==> config.mk <==
export PLATFORM = sky130hd
export DESIGN_NAME = pcw_window
export DESIGN_NICKNAME = d
export VERILOG_FILES = /design/src/common/pcw_pkg.sv /design/src/logic/pcw_cfg_addr.sv /design/src/logic/pcw_window.sv
export SDC_FILE = /design/constraint.sdc
export NUM_CORES = 1
export LEC_CHECK = 0
export BUFFER_PORTS_ARGS = -buffer_cell sky130_fd_sc_hd__buf_2
export CORE_MARGIN = 2
export CORE_UTILIZATION = 55
export CTS_CLUSTER_DIAMETER = 120
export CTS_CLUSTER_SIZE = 25
export DETAILED_ROUTE_END_ITERATION = 6
export PLACE_DENSITY = 0.91
export SETUP_SLACK_MARGIN = 0.02
export SKIP_LAST_GASP = 1
export SLEW_MARGIN = 30
export SYNTH_ARGS = -nofsm -noshare
export SYNTH_HDL_FRONTEND = slang
export SYNTH_SLANG_ARGS = --single-unit
export TNS_END_PERCENT = 30
==> constraint.sdc <==
create_clock -name I_MCLK -period 2.9 [get_ports I_MCLK]
set_input_delay 0.29 -clock I_MCLK [delete_from_list [all_inputs] [get_ports I_MCLK]]
set_output_delay 0.29 -clock I_MCLK [all_outputs]
set_load 0.01 [all_outputs]
==> src/common/pcw_pkg.sv <==
// Constants for the indirect configuration and I/O window into the PCI bus
// What this block does
// - The address register holds bus in bits 23:16, device in 15:11 and function in 10:8.
// - The register field in bits 7:0 is word aligned and its two low bits read back as zero.
// - Bus zero gives a type 0 config cycle with at most one select bit, function, register and 00.
// - Devices 0-15 select AD16-31, devices 16-20 select AD11-15, devices 21-31 select none.
// - Any other bus copies address bits 31:2 to AD31:2 with AD1:0 set to 01 (type 1).
// - Bus 0, device and function all ones, register zero turns a config window write into a special cycle.
// - An unanswered config cycle ends in master abort and a read returns all ones.
// - A master abort on a config cycle never raises the fatal error output.
// - Config data and byte enables are byte swapped between host and PCI.
// - The address register is never swapped; the PCI address is built from its fields.
// - I/O cycles use only address bits 15:0 and move one word or less.
// - I/O window data is byte swapped like config data.
// - I/O cycles carry the byte address in AD1:0; the byte enables come from the host, unchecked against it.
package pcw_pkg;
   // -----------------------------------------------------------------
   // Register offsets
   // -----------------------------------------------------------------
   localparam logic [11:0] OFS_TARGET_ADDR = 12'h064;
   localparam logic [11:0] OFS_CFG_DATA    = 12'h068;
   localparam logic [11:0] OFS_IO_DATA     = 12'h06c;
   localparam logic [31:0] RST_TARGET_ADDR = 32'h0000_0000;

   // -----------------------------------------------------------------
   // Address register field positions
   // -----------------------------------------------------------------
   localparam int BUS_MSB  = 23;
   localparam int BUS_LSB  = 16;
   localparam int SLOT_MSB = 15;
   localparam int SLOT_LSB = 11;
   localparam int FUNC_MSB = 10;
   localparam int FUNC_LSB = 8;
   localparam int REGN_MSB = 7;
   localparam int REGN_LSB = 2;
   localparam int IO_MSB   = 15;
   localparam logic [31:0] READ_MASK   = 32'h00ff_fffc;
   localparam logic [7:0]  OWN_BUS     = 8'h00;
   localparam logic [4:0]  SLOT_ALL    = 5'h1f;
   localparam logic [2:0]  FUNC_ALL    = 3'h7;
   localparam logic [4:0]  SLOT_HI_LIM = 5'h10;
   localparam logic [4:0]  SLOT_NONE   = 5'h15;
   localparam logic [1:0]  TYPE0_LOW   = 2'h0;
   localparam logic [1:0]  TYPE1_LOW   = 2'h1;
   localparam logic [31:0] ALL_ONES    = 32'hffff_ffff;

   // -----------------------------------------------------------------
   // PCI command codes
   // -----------------------------------------------------------------
   localparam logic [3:0] CMD_SPECIAL = 4'h1;
   localparam logic [3:0] CMD_IO_RD   = 4'h2;
   localparam logic [3:0] CMD_IO_WR   = 4'h3;
   localparam logic [3:0] CMD_CFG_RD  = 4'ha;
   localparam logic [3:0] CMD_CFG_WR  = 4'hb;

   typedef enum logic [1:0] {
      ST_IDLE,
      ST_PCI,
      ST_ACK
   } pcw_state_t;
endpackage

==> src/logic/pcw_cfg_addr.sv <==
// Builds the PCI configuration address and command from the address register
`timescale 1ns/1ps
module pcw_cfg_addr
   import pcw_pkg::*;
(
   input  wire logic [31:0] i_target,
   input  wire logic        i_write,
   output logic      [31:0] o_addr,
   output logic      [3:0]  o_cmd
);
   logic [7:0] bus;
   logic [4:0] slot;
   logic [2:0] func;
   logic [7:0] regn;

   assign bus  = i_target[BUS_MSB:BUS_LSB];
   assign slot = i_target[SLOT_MSB:SLOT_LSB];
   assign func = i_target[FUNC_MSB:FUNC_LSB];
   assign regn = {i_target[REGN_MSB:REGN_LSB], 2'h0};

   // At most one select bit for a type 0 cycle from the slot number
   function automatic logic [20:0] slot_select(input logic [4:0] s);
      logic [20:0] sel;
      sel = 21'h0;
      if (s < SLOT_HI_LIM) begin
         sel[5'(s + 5'd5)] = 1'b1;
      end else if (s < SLOT_NONE) begin
         sel[5'(s - SLOT_HI_LIM)] = 1'b1;
      end
      return sel;
   endfunction

   // Address type and command selection, fields taken unswapped
   always_comb begin
      if (bus == OWN_BUS) begin
         o_addr = {slot_select(slot), func, regn[7:2], TYPE0_LOW};
      end else begin
         o_addr = {i_target[31:2], TYPE1_LOW};
      end
      o_cmd = i_write ? CMD_CFG_WR : CMD_CFG_RD;
      if (i_write && bus == OWN_BUS && slot == SLOT_ALL && func == FUNC_ALL
          && regn == 8'h00) begin
         o_cmd = CMD_SPECIAL;
      end
   end
endmodule

==> src/logic/pcw_window.sv <==
// Indirect configuration and I/O window from host registers to PCI cycles
`timescale 1ns/1ps
module pcw_window
   import pcw_pkg::*;
#(
   parameter int ADDR_W = 12
)(
   input  wire logic        I_MCLK,
   input  wire logic        I_RESETN,
   input  wire logic [ADDR_W-1:0] I_REG_ADDR,
   input  wire logic        I_REG_WR,
   input  wire logic        I_REG_RD,
   input  wire logic [31:0] I_REG_WDATA,
   input  wire logic [3:0]  I_REG_BE_N,
   output logic      [31:0] O_REG_RDATA,
   output logic             O_REG_ACK,
   output logic             O_BUSY,
   output logic             O_PCI_REQ,
   output logic      [3:0]  O_PCI_CMD,
   output logic      [31:0] O_PCI_ADDR,
   output logic      [31:0] O_PCI_WDATA,
   output logic      [3:0]  O_PCI_BE_N,
   input  wire logic        I_PCI_DONE,
   input  wire logic        I_PCI_MABORT,
   input  wire logic [31:0] I_PCI_RDATA,
   output logic             O_FATAL_ERR
);
   import pcw_pkg::*;

   // -----------------------------------------------------------------
   // Elaboration checks
   // -----------------------------------------------------------------
   // The offset decode needs twelve address bits
   if (ADDR_W < 12) begin : g_bad_width
      $error("ADDR_W must be at least 12");
   end

   // -----------------------------------------------------------------
   // Declarations
   // -----------------------------------------------------------------
   pcw_state_t  state_q;
   logic [31:0] target_q;
   logic        is_io_q;
   logic        is_rd_q;
   logic [31:0] cfg_addr;
   logic [3:0]  cfg_cmd;
   logic        req_any;
   logic [11:0] ofs;
   logic        hit_tgt;
   logic        hit_cfg;
   logic        hit_io;
   logic        hit_win;

   // Reverse byte lanes between big-endian host and little-endian PCI
   function automatic logic [31:0] swap32(input logic [31:0] d);
      return {d[7:0], d[15:8], d[23:16], d[31:24]};
   endfunction

   // Same reversal for the active-low byte enables
   function automatic logic [3:0] swap4(input logic [3:0] b);
      return {b[0], b[1], b[2], b[3]};
   endfunction

   // -----------------------------------------------------------------
   // Host request decode
   // -----------------------------------------------------------------
   // Offset decode, upper address bits ignored
   assign ofs     = I_REG_ADDR[11:0];
   // Strobes outside idle are dropped; the host must wait for the ack
   assign req_any = (I_REG_WR || I_REG_RD) && state_q == ST_IDLE;
   assign hit_tgt = ofs == OFS_TARGET_ADDR;
   assign hit_cfg = ofs == OFS_CFG_DATA;
   assign hit_io  = ofs == OFS_IO_DATA;
   // Either data window, both of which need a PCI cycle
   assign hit_win = hit_cfg || hit_io;

   // -----------------------------------------------------------------
   // Configuration address build
   // -----------------------------------------------------------------
   // Fed from the stored register so the address is ready at the taking edge
   pcw_cfg_addr u_cfg_addr (
      .i_target (target_q),
      .i_write  (I_REG_WR),
      .o_addr   (cfg_addr),
      .o_cmd    (cfg_cmd)
   );

   // -----------------------------------------------------------------
   // Address register
   // -----------------------------------------------------------------
   // Stored as written, never swapped
   // Reserved and low register bits are kept and only masked on read-back
   always_ff @(posedge I_MCLK) begin
      if (!I_RESETN) begin
         target_q <= RST_TARGET_ADDR;
      end else if (req_any && I_REG_WR && hit_tgt) begin
         target_q <= I_REG_WDATA;
      end
   end

   // -----------------------------------------------------------------
   // Access sequencer
   // -----------------------------------------------------------------
   // Window accesses wait in ST_PCI for the cycle to end, others ack at once
   // The ack cycle is spent in ST_ACK, not idle, so no strobe is taken with it
   always_ff @(posedge I_MCLK) begin
      if (!I_RESETN) begin
         state_q <= ST_IDLE;
      end else begin
         unique case (state_q)
            ST_IDLE: begin
               if (req_any) begin
                  state_q <= hit_win ? ST_PCI : ST_ACK;
               end
            end
            ST_PCI: begin
               if (I_PCI_DONE) begin
                  state_q <= ST_ACK;
               end
            end
            ST_ACK: begin
               state_q <= ST_IDLE;
            end
            // The fourth code is never entered; recover to idle if it is
            default: begin
               state_q <= ST_IDLE;
            end
         endcase
      end
   end

   // Kind of the access in flight
   // Kept for the answer, since the strobes are gone by then
   always_ff @(posedge I_MCLK) begin
      if (!I_RESETN) begin
         is_io_q <= 1'b0;
         is_rd_q <= 1'b0;
      end else if (req_any) begin
         is_io_q <= hit_io;
         is_rd_q <= I_REG_RD;
      end
   end

   // -----------------------------------------------------------------
   // PCI cycle request
   // -----------------------------------------------------------------
   // Request held from the cycle after the access until done
   // Cycle fields are captured at the taking edge and held while requested,
   // so a later host write cannot change a cycle in flight
   // I/O cycles take the low half of the address register as a byte address
   always_ff @(posedge I_MCLK) begin
      if (!I_RESETN) begin
         O_PCI_REQ   <= 1'b0;
         O_PCI_CMD   <= 4'h0;
         O_PCI_ADDR  <= 32'h0000_0000;
         O_PCI_WDATA <= 32'h0000_0000;
         O_PCI_BE_N  <= 4'hf;
      end else if (req_any && hit_cfg) begin
         O_PCI_REQ   <= 1'b1;
         O_PCI_CMD   <= cfg_cmd;
         O_PCI_ADDR  <= cfg_addr;
         O_PCI_WDATA <= swap32(I_REG_WDATA);
         O_PCI_BE_N  <= swap4(I_REG_BE_N);
      end else if (req_any && hit_io) begin
         O_PCI_REQ   <= 1'b1;
         O_PCI_CMD   <= I_REG_WR ? CMD_IO_WR : CMD_IO_RD;
         O_PCI_ADDR  <= {16'h0000, target_q[IO_MSB:0]};
         O_PCI_WDATA <= swap32(I_REG_WDATA);
         O_PCI_BE_N  <= swap4(I_REG_BE_N);
      end else if (state_q == ST_PCI && I_PCI_DONE) begin
         O_PCI_REQ   <= 1'b0;
      end
   end

   // -----------------------------------------------------------------
   // Host answer
   // -----------------------------------------------------------------
   // Read data and ack; aborted reads give all ones
   // Window writes answer zero so old read data never looks fresh
   always_ff @(posedge I_MCLK) begin
      if (!I_RESETN) begin
         O_REG_RDATA <= 32'h0000_0000;
         O_REG_ACK   <= 1'b0;
      end else begin
         O_REG_ACK <= 1'b0;
         if (req_any && !hit_win) begin
            O_REG_ACK   <= 1'b1;
            O_REG_RDATA <= (I_REG_RD && hit_tgt) ? (target_q & READ_MASK) : 32'h0;
         end else if (state_q == ST_PCI && I_PCI_DONE) begin
            O_REG_ACK <= 1'b1;
            if (!is_rd_q) begin
               O_REG_RDATA <= 32'h0000_0000;
            end else if (I_PCI_MABORT) begin
               O_REG_RDATA <= ALL_ONES;
            end else begin
               O_REG_RDATA <= swap32(I_PCI_RDATA);
            end
         end
      end
   end

   // Busy shows a window access waiting on PCI
   // It falls at the same edge that raises the ack
   always_ff @(posedge I_MCLK) begin
      if (!I_RESETN) begin
         O_BUSY <= 1'b0;
      end else begin
         O_BUSY <= (req_any && hit_win)
                   || (state_q == ST_PCI && !I_PCI_DONE);
      end
   end

   // Fatal error only for aborted I/O cycles, never config
   // Bus walking aborts config cycles on empty slots, so they stay harmless
   always_ff @(posedge I_MCLK) begin
      if (!I_RESETN) begin
         O_FATAL_ERR <= 1'b0;
      end else if (state_q == ST_PCI && I_PCI_DONE && I_PCI_MABORT && is_io_q) begin
         O_FATAL_ERR <= 1'b1;
      end
   end
endmodule

# Word level (Yosys, flattened, before mapping)
# Index checks and enable logic that the tools add are counted.
[totals]
reg_bits = 144
latch_bits = 0
memories = 0
elab_cells = 91
ram_bits = 0
rom_bits = 0
input_bits = 86
[op_classes]
eq_ne = 8
bitwise = 0
reduce_logical = 30
n_shift = 0
div_mod_pow = 0
mux = 32
multipliers = 0
add_sub_neg = 2
order_cmp = 6
[ops]
columns = ["cell", "count"]
rows = [
  ["32-bit 2-to-1 mux", 9],
  ["21-bit 2-to-1 mux", 2],
  ["12-bit by 7-bit == test with 1-bit output, second input constant", 3],
  ["24-bit 2-to-1 mux", 1],
  ["4-bit 2-to-1 mux", 5],
  ["1-bit logical AND", 18],
  ["8-bit logical NOT", 2],
  ["5-bit by 6-bit less-than comparator with 1-bit output, second input constant", 2],
  ["1-bit demux with 5-bit select", 2],
  ["5-bit by 1-bit >= comparator with 1-bit output, second input constant", 2],
  ["5-bit less-than comparator, second input constant", 2],
  ["1-bit 2-to-1 mux", 9],
  ["2-bit 2-to-1 mux", 3],
  ["5-bit by 3-bit adder with 5-bit output, second input constant", 1],
  ["5-bit == test, second input constant", 1],
  ["5-bit subtractor, second input constant", 1],
  ["2-bit inequality test, second input constant", 2],
  ["2-bit case mux with 2 select lines", 1],
  ["2-bit nonzero test", 2],
  ["3-bit == test, second input constant", 1],
  ["1-bit logical OR", 3],
  ["3-bit nonzero test", 1],
  ["2-bit by 1-bit == test with 1-bit output, second input constant", 1],
  ["1-bit logical NOT", 2],
  ["other kinds (2)", 2],
]

# Logic depth before layout (Yosys ltp)
[logic_depth]
depth_word = 9
depth_mapped = 8
depth_no_buf = 4

# Hierarchy
# A second synthesis with hierarchy kept.
[hier_totals]
cells_unflattened = 754
hier_area_um2 = 6459.9
[by_module_without_submodules]
columns = ["mod", "cells_per_inst", "instances", "area_each_um2"]
rows = [
  ["pcw_window", 677, 1, 5931.9],
  ["pcw_cfg_addr", 77, 1, 528.0],
]

# Worst setup path after synthesis
# OpenSTA, ideal clock, no wires.
[synth_timing]
path_kind = "flip-flop to flip-flop"
start = "register target_q[20]"
end = "register O_PCI_ADDR[15]"
t_required_ns = 2.784
n_path_buf = 1
path_stages_with_launch = 6
slack_ns = 1.082
setup_time_ns = 0.116
arrival_time_ns = 1.702
path_cell_list = "dfxtp_1 or4_1 buf_2 nor4_4 o31ai_1 a41o_1"
[synth_between]
elab_chain_cells = 3
[synth_rtl]
columns = ["item", "line", "text"]
rows = [
  ["start: declaration", "pcw_window.sv:42", "logic [31:0] target_q;"],
  ["start signal: assignment", "pcw_window.sv:95", "target_q <= RST_TARGET_ADDR;"],
  ["start signal: assignment", "pcw_window.sv:97", "target_q <= I_REG_WDATA;"],
  ["8-bit logical NOT", "pcw_cfg_addr.sv:35", "if (bus == OWN_BUS) begin"],
  ["32-bit 2-to-1 mux", "pcw_cfg_addr.sv:35", ""],
  ["32-bit 2-to-1 mux", "pcw_window.sv:158", "end else if (req_any && hit_cfg) begin"],
  ["end signal: assignment", "pcw_window.sv:161", "O_PCI_ADDR <= cfg_addr;"],
  ["end signal: assignment", "pcw_window.sv:167", "O_PCI_ADDR <= {16'h0000, target_q[IO_MSB:0]};"],
  ["end: declaration", "pcw_window.sv:20", "output logic [31:0] O_PCI_ADDR,"],
]
# Every way passes these cells.
# A chain may end at the register's enable or synchronous reset.

# Worst setup path after layout
[layout_timing]
start = "register state_q[0]"
end = "register O_REG_RDATA[4]"
[layout_between]
elab_chain_cells = 4
elab_cells_between_ends = 7
cone_classes = "eq/ne: 1; mux: 1; reduce/logical: 5"
[layout_rtl]
columns = ["item", "line", "text"]
rows = [
  ["start: declaration", "pcw_window.sv:41", "pcw_state_t state_q;"],
  ["start signal: assignment", "pcw_window.sv:113", "state_q <= hit_win ? ST_PCI : ST_ACK;"],
  ["2-bit logical NOT", "pcw_window.sv:70", "assign req_any = (I_REG_WR || I_REG_RD) && state_q == ST_IDLE;"],
  ["1-bit logical AND", "pcw_window.sv:70", ""],
  ["1-bit logical AND", "pcw_window.sv:186", "if (req_any && !hit_win) begin"],
  ["32-bit 2-to-1 mux / 2-bit nonzero test (equally long branches)", "--", ""],
  ["end signal: assignment", "pcw_window.sv:188", "O_REG_RDATA <= (I_REG_RD && hit_tgt) ? (target_q & READ_MASK) : 32'h0;"],
  ["end signal: assignment", "pcw_window.sv:196", "O_REG_RDATA <= swap32(I_PCI_RDATA);"],
  ["end: declaration", "pcw_window.sv:15", "output logic [31:0] O_REG_RDATA,"],
]
# Several ways; a longest one is shown, not always the timed one.

==> run metrics <==
Synth async-reset ratio 0%; crit path DAT 2.49 ns; GRT Total Usage 29.7%; EDFF count, synth 0; Yosys cell types 44; DRT Pass-1 Iters 6; initial antenna violation count 0; pin count of the biggest net entering global routing 80; reg2reg setup slack 0.83 ns; maxcap violations 0; crit end category flop; Fin Clk Skew 0.00875 ns; multi-input logic area 0.00286 mm²; GRT overflow 0; Yosys reg bits 143; met2 WL 8340 µm; Ant. Diodes 0; core area 0.0107 mm²; Switch Pwr 1.08 mW; Max Slew Vio Count 0; WL/cell 17.6 µm; syn avg cell area 8.62 µm²; Area Overhead vs Synth 26.9%; r2r worst-path depth 4; post-synthesis sequential area ratio 47.6%; Tcrit/Tclk final 71.3%; WS Path Type flop to flop; post-CTS sizing 0; Final nets 940; IO buf count 192; io pins 194; vias per inst 6.02; Pint 3.46 mW; peak supply drop 469 µV; DR iter-0 viols 515; Clock Tree Root clkbuf_8; Metal-1 WL 7390 µm; clock latency on the worst-skew pair 0.51 ns; required time worst endpoint 3.33 ns; Min-Delay Path Class input pin to flop; Most used DFF post-synth dfxtp_1; setup TNS 0 ns; Hold Crit Depth 3; Hold Path Sink O_PCI_BE_N[1]$_SDFFE_PN1P_; sequential power share 44.4%; Antenna Nets Post-Route 0; TritonCTS Buffers 17; clk sinks 143; Routed WL 17,700 µm; crit path time final 2.07 ns; # DRC 0; Rows 38; TritonCTS clock tree done; DR top layer met4; synthesized cell area 0.00601 mm²; die span in y 109 µm; worst-margin pin slew 0.896 ns; post-CTS setup buffers 0; cts hold-fix bufs 0; Met3 Wirelength 1480 µm; crit-path max FO 13; CP Launch Type flop; first-pass GRT wire length 27,600 µm; Mapped Cells 697; Reg area 0.00286 mm²; die footprint 0.0118 mm²; clock power share 48.9%; final hold vios 0; Starting Density 55.9%; # setup viols final 0; CTS max path bufs 2; H-tree depth 4; # fillers 858; HPWL Detailed 12,000 µm; R2R Path End O_REG_RDATA[4]$_SDFFE_PN0P_; vias in the first global route 5,509; Leakage 3.41 nW; layout cell share with drive strength beyond 1 29.4%; fmax 0.484 GHz; Vias 6,054; RSZ-0062 raised after global routing no; yosys warns 0; status finished clean; sw frac 23.7%; Die W 109 µm; final core occ 71.0%; Logic pwr share 6.8%; Mapped Nets 783; Hold Crit Start I_REG_BE_N[2]; Power Dens Cells 595 mW/mm²; RR Startpoint state_q[0]$_SDFFE_PN0P_; Worst-path clk slew 0.07 ns; GPL Wtd Cong 0.878; final total power 4.54 mW; worst rel slew slack 40.2%
[flip-flops by register name (all words and copies together) (netlist names)]
register     cells
O_PCI_ADDR      32
O_PCI_WDATA     32
O_REG_RDATA     32
target_q        32
O_PCI_BE_N       4
O_PCI_CMD        3
state_q          2
O_BUSY           1
O_FATAL_ERR      1
O_PCI_REQ        1
O_REG_ACK        1
is_io_q          1
is_rd_q          1
[metrics by stage]
stage / area [µm²] / hold WS, ns / cells / setup slack, ns
2_1_floorplan: 6010 / 0.432 / 697 / 1.08
3_5_place_dp: 7020 / 0.444 / 975 / 0.784
3_3_place_gp: 7020 / 0.436 / 975 / 0.868
5_1_grt: 7630 / 0.0108 / 1006 / 0.672
4_1_cts: 7630 / 0.00174 / 1006 / 0.836
6_report: 7630 / 0.0154 / 1006 / 0.832
[how the worst max path moves through the flow]
stage | start | end | slack (ns) | depth (start not counted)
final | state_q[0]$_SDFFE_PN0P_ | O_REG_RDATA[4]$_SDFFE_PN0P_ | 0.83 | 4
after global routing | state_q[0]$_SDFFE_PN0P_ | O_REG_RDATA[15]$_SDFFE_PN0P_ | 0.67 | 4
after CTS | target_q[20]$_SDFFE_PN0P_ | O_PCI_ADDR[15]$_SDFFE_PN0P_ | 0.84 | 4
after detailed placement | I_REG_ADDR[9] | O_PCI_ADDR[27]$_SDFFE_PN0P_ | 0.78 | 7
after global placement | I_REG_ADDR[9] | O_PCI_ADDR[28]$_SDFFE_PN0P_ | 0.87 | 7
after floorplan | target_q[20]$_SDFFE_PN0P_ | O_PCI_ADDR[15]$_SDFFE_PN0P_ | 1.08 | 5
[kinds of logic after synthesis]
logic type | Yosys count | share of synthesized area (%)
buffers and inverters | 74 | 5.00
AOI/OAI and AO/OA | 249 | 24.4
muxes | 44 | 7.33
DFF | 143 | 47.6
and+or+nand+nor | 186 | 15.6
other | 1 | 0.0624
[cell usage after synthesis, types with 2 or more instances]
master,count,share of area [%]
a31oi_1,3,0.31
nand3b_1,2,0.25
and4_1,2,0.29
clkbuf_1,59,3.7
or4_1,4,0.50
nand3_1,51,4.2
o211ai_1,10,1.2
o2bb2ai_1,17,2.5
nand2_1,38,2.4
nor4b_1,3,0.44
mux2i_1,44,7.3
nor2b_1,3,0.31
buf_2,9,0.75
nor2_1,52,3.2
nor4_1,3,0.31
dfxtp_1,143,48
a211oi_2,4,0.83
or3b_2,3,0.44
buf_1,3,0.19
a22oi_1,2,0.25
nand4_1,4,0.42
a2bb2oi_1,22,3.2
o21ai_0,92,7.7
o21ai_1,3,0.25
nor3_1,7,0.58
a21oi_1,93,7.7
nand2b_1,4,0.42
[cell type report]
class | count | share of cell area (%)
clock buffers | 18 | 5.61
clock inverters | 13 | 2.33
repair buffers | 211 | 14.6
well taps | 140 | 2.30
inverters | 1 | 0.0656
flip-flops and latches | 143 | 37.5
multi-input cells | 480 | 37.5
[power by group through the flow]
stage / clock [mW] / combinational [mW] / sequential, mW
5_1_grt: 2.34 / 0.330 / 2.02
3_5_place_dp: 0 / 0.299 / 2.06
4_1_cts: 2.24 / 0.301 / 2.01
6_report: 2.22 / 0.306 / 2.01
2_1_floorplan: 0 / 0.159 / 2.06
3_3_place_gp: 0 / 0.294 / 2.06
[per-layer routing]
metal  track usage, %  vias up
met5                0        -
met3             6.03       43
met4             13.5        0
li1                 -     2834
met2             47.5      332
met1             38.7     2845
[worst max-delay path, cell delays in order, from the launching register on]
cell and delay [ns]:
dfxtp_1 0.48, nand3b_1 0.44, o21ai_1 0.57, buf_4 0.32
a2bb2oi_1 0.19
[cell usage in the layout, fill, tap and decap left out, types with 4 or more instances in the layout]
cell,count
buf_2,192
dfxtp_1,143
a21oi_1,93
o21ai_0,92
nor2_1,52
nand3_1,51
mux2i_1,44
nand2_1,38
a2bb2oi_1,22
buf_4,18
o2bb2ai_1,17
clkbuf_16,16
o211ai_1,10
nor3_1,6
nand4_1,4
or4_1,4
nand2b_1,4
a211oi_2,4
inv_6,4
(Power assumes the default switching activity.)
